File: config.mk
export PLATFORM = sky130hd
export DESIGN_NAME = dslc_port
export DESIGN_NICKNAME = d
export VERILOG_FILES = /design/src/dslc_pkg.sv /design/src/dslc_sync.sv /design/src/dslc_port.sv
export SDC_FILE = /design/constraint.sdc
export NUM_CORES = 1
export LEC_CHECK = 0
export BUFFER_PORTS_ARGS = -buffer_cell sky130_fd_sc_hd__buf_2
export CAP_MARGIN = 25
export CELL_PAD_IN_SITES_DETAIL_PLACEMENT = 2
export CELL_PAD_IN_SITES_GLOBAL_PLACEMENT = 2
export CORE_UTILIZATION = 40
export DETAILED_ROUTE_END_ITERATION = 8
export PLACE_DENSITY_LB_ADDON = 0.1
export SLEW_MARGIN = 20
export SYNTH_ARGS = -nofsm -noshare
export SYNTH_HDL_FRONTEND = slang
export SYNTH_HIERARCHICAL = 1
export SYNTH_SLANG_ARGS = --single-unit
export TNS_END_PERCENT = 1
File: constraint.sdc
create_clock -name core_clk -period 2.9 [get_ports core_clk]
set_input_delay 0.435 -clock core_clk [delete_from_list [all_inputs] [get_ports core_clk]]
set_output_delay 0.435 -clock core_clk [all_outputs]
set_load 0.03 [all_outputs]
File: src/dslc_pkg.sv
/*
 Constants and types of the serial load and clear port of a quad converter.
 Assumes a 25 MHz core clock; shared by the port and its bench.
*/
package dslc_pkg;
    // Core clock rate
    localparam int unsigned CLK_HZ       = 25_000_000;
    // Channels and code width
    localparam int unsigned NCH          = 4;
    localparam int unsigned DW           = 16;
    // Frame length and field positions, first bit sent is bit 23
    localparam int unsigned FRAME_BITS   = 24;
    localparam int unsigned ADDR_HI      = 23;
    localparam int unsigned ADDR_LO      = 22;
    localparam int unsigned CMD_HI       = 21;
    localparam int unsigned CMD_LO       = 20;
    localparam int unsigned CH_HI        = 19;
    localparam int unsigned CH_LO        = 18;
    localparam int unsigned DATA_HI      = 15;
    // Reset values
    localparam logic [15:0] CODE_RST     = 16'h0000;
    localparam logic [15:0] CLR_CODE_RST = 16'h0000;
    localparam logic [3:0]  CLR_EN_RST   = 4'h0;
    // Pin levels at reset: frame, serial clock and load idle high
    localparam logic [9:0]  PIN_RST      = 10'h00b;
    // Idle time before the alert, in microseconds, and in core cycles
    localparam int unsigned WDOG_TIME_US = 1000;
    localparam int unsigned WDOG_CYC     = WDOG_TIME_US * (CLK_HZ / 1_000_000);

    // Frame commands
    typedef enum logic [1:0] {
        CMD_DATA,
        CMD_CLR_CODE,
        CMD_CLR_EN,
        CMD_READ
    } dslc_cmd_t;

    // Frame state
    typedef enum logic {
        ST_IDLE,
        ST_SHIFT
    } dslc_state_t;
endpackage : dslc_pkg

File: src/dslc_sync.sv
/*
 Three-stage synchroniser for pin inputs; a change is taken once the
 second and third stages agree. Assumes asynchronous inputs.
*/
`timescale 1ns/1ns
module dslc_sync #(
    parameter int unsigned W   = 1,
    parameter logic [W-1:0] RV = '0
) (
    // Clock, reset and enable
    input  wire logic         core_clk,
    input  wire logic         rst_b,
    input  wire logic         ce,
    // Pins and clean levels
    input  wire logic [W-1:0] pin_in,
    output logic      [W-1:0] lvl_out
);
    logic [W-1:0] s1_ff;
    logic [W-1:0] s2_ff;
    logic [W-1:0] s3_ff;
    logic [W-1:0] nxt_lvl;

    // The clean level moves only when every bit of the second and third stages agrees
    assign nxt_lvl = (s2_ff == s3_ff) ? s3_ff : lvl_out;

    // Stage chain; first stage feeds only the second
    always_ff @(posedge core_clk or negedge rst_b) begin
        if (!rst_b) begin
            s1_ff   <= RV;
            s2_ff   <= RV;
            s3_ff   <= RV;
            lvl_out <= RV;
        end else if (ce) begin
            s1_ff   <= pin_in;
            s2_ff   <= s1_ff;
            s3_ff   <= s2_ff;
            lvl_out <= nxt_lvl;
        end
    end
endmodule : dslc_sync

File: src/dslc_port.sv
/*
 Serial load and clear port of a quad current-output converter: framed
 serial input with readback, per-channel input and output registers,
 load strobe, clear edge, idle alert and open-drain fault.
 Assumes all pins are asynchronous to core_clk and the serial clock is
 well below a quarter of the core clock rate.
*/
`timescale 1ns/1ns
module dslc_port #(
    parameter int unsigned WDOG_CYC = dslc_pkg::WDOG_CYC
) (
    // Clock, reset, enable
    input  wire logic                   core_clk,
    input  wire logic                   rst_b,
    input  wire logic                   ce,
    // Serial link pins
    input  wire logic                   frame_sync_n,
    input  wire logic                   serial_clk,
    input  wire logic                   serial_in,
    output logic                        serial_out,
    output logic                        serial_out_oe,
    // Control pins
    input  wire logic                   load_outputs_n,
    input  wire logic                   clear_in,
    input  wire logic                   board_address_bit0,
    input  wire logic                   board_address_bit1,
    // Analog fault monitors
    input  wire logic                   open_circuit,
    input  wire logic                   short_circuit,
    input  wire logic                   over_temp,
    // Status pins
    output logic                        alert,
    output logic                        fault_n_o,
    output logic                        fault_n_oe,
    // Channel output codes
    output logic [3:0][15:0]            dac_code
);
    localparam int unsigned NS = 10;

    logic [NS-1:0]        pins;
    logic [NS-1:0]        lvl;
    logic [NS-1:0]        lvl_d_ff;
    dslc_pkg::dslc_state_t st_ff;
    dslc_pkg::dslc_state_t nxt_st;
    logic [23:0]          shreg_ff;
    logic [4:0]           cnt_ff;
    logic [15:0]          rb_ff;
    logic [15:0]          clr_code_ff;
    logic [3:0]           clr_en_ff;
    logic [3:0][15:0]     in_ff;
    logic [3:0]           pend_ff;
    logic                 frame_err_ff;
    logic [15:0]          idle_ff;

    // Pin order in the synchroniser bundle
    assign pins = {over_temp, short_circuit, open_circuit, board_address_bit1,
                   board_address_bit0, clear_in, load_outputs_n, serial_in,
                   serial_clk, frame_sync_n};

    // Reset levels match idle pins, so no false edge follows reset
    dslc_sync #(.W(NS), .RV(dslc_pkg::PIN_RST)) dslc_sync_i (
        .core_clk (core_clk),
        .rst_b    (rst_b),
        .ce       (ce),
        .pin_in   (pins),
        .lvl_out  (lvl)
    );

    // Clean levels and their edges, the edges gated by the enable
    wire sync_n_l  = lvl[0];
    wire sdi_l     = lvl[2];
    wire load_l    = lvl[3];
    wire clr_l     = lvl[4];
    wire [1:0] brd = lvl[6:5];
    wire sclk_fall = ce & lvl_d_ff[1] & ~lvl[1];
    wire sclk_rise = ce & ~lvl_d_ff[1] & lvl[1];
    wire frm_start = ce & lvl_d_ff[0] & ~sync_n_l;
    wire frm_end   = ce & ~lvl_d_ff[0] & sync_n_l;
    wire load_fall = ce & lvl_d_ff[3] & ~load_l;
    wire clr_rise  = ce & ~lvl_d_ff[4] & clr_l;
    wire activity  = ce & (lvl_d_ff[2:0] != lvl[2:0]);

    // Frame fields; a short or long frame is an error and writes nothing
    wire       full     = (cnt_ff == 5'(dslc_pkg::FRAME_BITS));
    wire [1:0] f_addr   = shreg_ff[dslc_pkg::ADDR_HI:dslc_pkg::ADDR_LO];
    wire [1:0] f_cmd    = shreg_ff[dslc_pkg::CMD_HI:dslc_pkg::CMD_LO];
    wire [1:0] f_ch     = shreg_ff[dslc_pkg::CH_HI:dslc_pkg::CH_LO];
    wire [15:0] f_data  = shreg_ff[dslc_pkg::DATA_HI:0];
    wire       addr_ok  = (f_addr == brd);
    wire       good     = frm_end & full & addr_ok;
    wire       bad_end  = frm_end & ~full;

    // Decode of a command in a finished good frame
    function automatic logic cmd_hit(input logic ok, input logic [1:0] c,
                                     input dslc_pkg::dslc_cmd_t want);
        cmd_hit = ok & (c == want);
    endfunction : cmd_hit

    wire wr_data = cmd_hit(good, f_cmd, dslc_pkg::CMD_DATA);
    wire wr_ccod = cmd_hit(good, f_cmd, dslc_pkg::CMD_CLR_CODE);
    wire wr_cen  = cmd_hit(good, f_cmd, dslc_pkg::CMD_CLR_EN);
    wire rd_req  = cmd_hit(good, f_cmd, dslc_pkg::CMD_READ);

    // Frame state: shifting only between frame start and end
    always_comb begin
        nxt_st = st_ff;
        case (st_ff)
            dslc_pkg::ST_IDLE:  if (frm_start) nxt_st = dslc_pkg::ST_SHIFT;
            dslc_pkg::ST_SHIFT: if (frm_end) nxt_st = dslc_pkg::ST_IDLE;
            default:            nxt_st = dslc_pkg::ST_IDLE;
        endcase
    end

    wire shifting = (st_ff == dslc_pkg::ST_SHIFT) & ~sync_n_l;
    wire take_bit = shifting & sclk_fall;
    wire [4:0] nxt_cnt = full ? cnt_ff : cnt_ff + 5'h01;

    // Previous levels for edge finding
    always_ff @(posedge core_clk or negedge rst_b) begin
        if (!rst_b) lvl_d_ff <= dslc_pkg::PIN_RST;
        else if (ce) lvl_d_ff <= lvl;
    end

    // Shift register and bit count; count saturates one past a frame
    always_ff @(posedge core_clk or negedge rst_b) begin
        if (!rst_b) begin
            st_ff    <= dslc_pkg::ST_IDLE;
            shreg_ff <= 24'h000000;
            cnt_ff   <= 5'h00;
        end else if (ce) begin
            st_ff <= nxt_st;
            if (frm_start) cnt_ff <= 5'h00;
            else if (take_bit) begin
                shreg_ff <= {shreg_ff[22:0], sdi_l};
                cnt_ff   <= (cnt_ff > 5'(dslc_pkg::FRAME_BITS)) ? cnt_ff : nxt_cnt + 5'(full);
            end
        end
    end

    // Readback word, shifted on rising serial clock during the next frame
    always_ff @(posedge core_clk or negedge rst_b) begin
        if (!rst_b) rb_ff <= 16'h0000;
        else if (rd_req) rb_ff <= dac_code[f_ch];
        else if (shifting & sclk_rise) rb_ff <= {rb_ff[14:0], 1'b0};
    end

    // Output pin driven only inside a frame
    assign serial_out    = rb_ff[15];
    assign serial_out_oe = ~sync_n_l;

    // Clear code and per-channel clear enables
    always_ff @(posedge core_clk or negedge rst_b) begin
        if (!rst_b) begin
            clr_code_ff <= dslc_pkg::CLR_CODE_RST;
            clr_en_ff   <= dslc_pkg::CLR_EN_RST;
        end else begin
            if (wr_ccod) clr_code_ff <= f_data;
            if (wr_cen) clr_en_ff <= f_data[3:0];
        end
    end

    // Per-channel registers; a clear edge on an enabled channel outranks any output write
    for (genvar i = 0; i < 4; i++) begin : g_ch
        wire hit    = wr_data & (f_ch == 2'(i));
        wire direct = hit & ~load_l & ~clr_l;
        wire stage  = hit & load_l;
        wire moved  = load_fall & ~clr_l & pend_ff[i];
        wire force0 = clr_rise & clr_en_ff[i];

        always_ff @(posedge core_clk or negedge rst_b) begin
            if (!rst_b) begin
                in_ff[i]    <= dslc_pkg::CODE_RST;
                dac_code[i] <= dslc_pkg::CODE_RST;
                pend_ff[i]  <= 1'b0;
            end else begin
                if (hit) in_ff[i] <= f_data;
                if (force0) dac_code[i] <= clr_code_ff;
                else if (direct) dac_code[i] <= f_data;
                else if (moved) dac_code[i] <= in_ff[i];
                if (stage) pend_ff[i] <= 1'b1;
                else if (moved | direct) pend_ff[i] <= 1'b0;
            end
        end

    end

    // Frame error flag, cleared by the next full-length frame for any board; set wins
    always_ff @(posedge core_clk or negedge rst_b) begin
        if (!rst_b) frame_err_ff <= 1'b0;
        else if (bad_end) frame_err_ff <= 1'b1;
        else if (frm_end & full) frame_err_ff <= 1'b0;
    end

    // Open-drain fault: drive low while any fault stands
    assign fault_n_o  = 1'b0;
    assign fault_n_oe = frame_err_ff | lvl[7] | lvl[8] | lvl[9];

    // Idle watchdog; a long count is a parameter for short simulations
    always_ff @(posedge core_clk or negedge rst_b) begin
        if (!rst_b) begin
            idle_ff <= 16'h0000;
            alert   <= 1'b0;
        end else if (ce) begin
            if (activity) begin
                idle_ff <= 16'h0000;
                alert   <= 1'b0;
            end else if (idle_ff == 16'(WDOG_CYC - 1)) alert <= 1'b1;
            else idle_ff <= idle_ff + 16'h0001;
        end
    end
endmodule : dslc_port

==> flow_metrics.env <==
export IMPL_clockBufferDepth=3
export IMPL_synth_seq_cells=261
export IMPL_ys_warnings_count=6
export IMPL_synth_xor_area_share_pct=1.51
export IMPL_status="complete, no violations"
export IMPL_clk_pin_slew_ns=0.06
export IMPL_power_switching_mw=2.22
export IMPL_rrSetupSlack_ns=0.18
export IMPL_h_tree_depth=1
export IMPL_rsz0062_at_grt="false"
export IMPL_crit_fanout=6
export IMPL_maxSlewHeadroom_pct=40.3
export IMPL_vdd_drop_max_v=0.000389
export IMPL_cts_tree="yes"
export IMPL_fin_util_pct=47.9
export IMPL_placed_cells=1455
export IMPL_fmaxAchievable_mhz=367
export IMPL_comb_power_share_pct=9.4
export IMPL_cellPowerDensity_nw_per_um2=619
export IMPL_fin_ws_ns=0.176
export IMPL_synth_top_family_by_area="multiplexers"
export IMPL_vias=8860
export IMPL_drtIter0Drc=505
export IMPL_ys_top_cells_by_count="dfrtp_1 (246), mux2_2 (128), nor2_1 (74), o21ai_0 (66), mux2i_1 (65)"
export IMPL_regArea_um2=6550
export IMPL_power_mw=8.83
export IMPL_drt_antenna_violating_nets=0
export IMPL_drc=0
export IMPL_crit_path_end_kind="flop"
export IMPL_hold_path_class="primary input to flop"
export IMPL_portBuffers=80
export IMPL_fp_row_count=63
export IMPL_synth_fa_ha_area_share_pct=0.411
export IMPL_finalHoldViolations=0
export IMPL_dieHeight_um=177
export IMPL_fin_crit_ns=2.72
export IMPL_crit_path_start_kind="flop"
export IMPL_cellLeakagePower_nw=7.13
export IMPL_finalNonFillerCells=1512
export IMPL_synth_compound_area_share_pct=11.6
export IMPL_finalSetupViolCount=0
export IMPL_fin_crit_sh_pct=93.9
export IMPL_initial_core_util_pct=40.9
export IMPL_grt_pass1_wl_um=61600
export IMPL_tightest_slew_ns=0.892
export IMPL_syn_num_nets=1012
export IMPL_grt_pass1_vias=9819
export IMPL_wire_per_inst_um=26.2
export IMPL_netlist_area_leader_share_pct=50.5
export IMPL_antenna_found_initial=1
export IMPL_synth_flop_cell="dfrtp_1"
export IMPL_coreArea_um2=29800
export IMPL_place_congestion=0.756
export IMPL_grt_overflow_total=0
export IMPL_cts_setup_buffers=0
export IMPL_grt_max_degree=61
export IMPL_yosys_top_cells_area="dfrtp_1 (50%), mux2_2 (12%), mux2i_1 (5.3%)"
export IMPL_syn_to_final_growth_pct=17.0
export IMPL_syn_cell_area_um2=12200
export IMPL_synth_most_common_cell="dfrtp_1"
export IMPL_fin_setup_tns_ns=0
export IMPL_fillCellCount=2992
export IMPL_viasPerCell=5.86
export IMPL_die_x_um=177
export IMPL_clk_latency_ns=0.55
export IMPL_synth_cells=995
export IMPL_finClkSkew_ns=0.0147
export IMPL_async_flop_share_pct=100
export IMPL_drive_gt1_share_pct=32.5
export IMPL_p_int_mw=6.61
export IMPL_p_seq_share_pct=46.7
export IMPL_arrival_ns=3.15
export IMPL_yosys_area_share_simple_pct=9.12
export IMPL_cts_root_buffer_cell="clkbuf_16"
export IMPL_avgSynthCellArea_um2=12.3
export IMPL_muxShareOfSynthArea_pct=20.1
export IMPL_required_ns=3.33
export IMPL_synth_edff_count=0
export IMPL_synthDistinctLibCells=66
export IMPL_grt_total_usage_pct=26.3
export IMPL_multi_input_area_um2=5230
export IMPL_dr_pass1_iters=4
export IMPL_ys_seq_area_share_pct=53.7
export IMPL_cts_buffers_inserted=30
export IMPL_switching_share_pct=25.1
export IMPL_numClockSinks=261
export IMPL_antenna_cells=0
export IMPL_max_cap_violations=0
export IMPL_die_area_um2=31200
export IMPL_drt_total_wl_um=39700
export IMPL_slew_viol_final=0
export IMPL_post_place_ws_ns=0.190
export IMPL_nets=1115
export IMPL_clockPowerShare_pct=44.0
export IMPL_num_io_pins=82
export IMPL_synth_top_cell_by_area="dfrtp_1"
export IMPL_hpwl_um=25100
export IMPL_critPathKind="flop to flop"
## final cells by class
cell class	instances	area share, %
Clock buffer	48	6.44
Timing Repair Buffer	126	5.69
Sequential cell	261	45.9
Clock inverter	8	0.631
Inverter	48	1.26
Multi-Input combinational cell	631	36.7
Tap cell	390	3.42
## layout by cell type, fill, tap and decap left out, types with 40 or more instances in the layout
master | Yosys | final
dfrtp_1 | 246 | 246
inv_1 | 48 | 48
mux2i_1 | 65 | 65
a221oi_1 | 43 | 43
buf_2 | 6 | 79
buf_4 | 2 | 40
mux2_2 | 128 | 128
nand2_1 | 53 | 53
o21ai_0 | 66 | 66
nor2_1 | 74 | 74
## layer usage
| metal | track usage, % | part of all wire, % | up-vias |
|---|---|---|---|
| li1 | - | - | 3874 |
| met1 | 36.3 | 45 | 4738 |
| met2 | 43.6 | 48 | 180 |
| met3 | 3.42 | 4.5 | 66 |
| met4 | 6.82 | 2.4 | 2 |
| met5 | 0 | 0.033 | - |
## metrics by stage
step	instance area, µm²	hold WS (ns)
CTS	14300	0.0963
global placement	13200	0.419
detailed placement	13300	0.421
global route	14300	0.109
floorplan	12200	0.139
finish	14300	0.117
## power groups by stage
stage	Clock, mW	Sequential, mW	Combinational, mW
finish	3.88	4.12	0.828
global route	4.11	4.15	0.925
CTS	3.97	4.12	0.846
detailed placement	0	4.18	0.833
global placement	0	4.16	0.798
floorplan	0	4.12	0.563
## worst paths after layout
kind / endpoint / from / cells after the start
min in group asynchronous: idle_ff[11] / rst_b / 2
hold / removal: dslc_sync_i/s1_ff[9] / over_temp / 2
hold reg to reg: rb_ff[9] / rb_ff[8] / 2
setup reg to reg: cnt_ff[4] / cnt_ff[0] / 9
setup / recovery: cnt_ff[4] / cnt_ff[0] / 9
max in group asynchronous: dac_code[13] / rst_b / 3
## registers in the layout, indices dropped and copies added, names as in the netlist
signal,count
dac_code,64
dslc_sync_i/lvl_out,10
clr_en_ff,4
in_ff,64
rb_ff,16
idle_ff,16
cnt_ff,5
frame_err_ff,1
dslc_sync_i/s1_ff,10
dslc_sync_i/s2_ff,10
alert,1
pend_ff,4
clr_code_ff,16
st_ff,1
shreg_ff,24
dslc_sync_i/s3_ff,10
lvl_d_ff,5
## what timing repair did
item                      CTS  global route
gates resized for setup     0             0
hold buffers                1             0
hold endpoints to repair   48             0
## worst max-delay path, cell delays in order (launching register included)
cell and delay [ns]:
dfrtp_1 0.43, inv_1 0.09, ha_1 0.23, nand4b_4 0.19, inv_1 0.21, ha_1 0.21, nand2_1 0.14, or4b_2 0.67
and3_1 0.21, a211o_1 0.23
## cells by family after synthesis
logic type	Yosys count
XOR/XNOR	21
other	1
flip-flops	261
AND/OR/NAND/NOR	213
multiplexers	209
AO/OA/AOI/OAI	183
buffers and inverters	103
adder cells (fa/ha/maj)	4
Note: power is estimated with default switching activity, not from simulation.
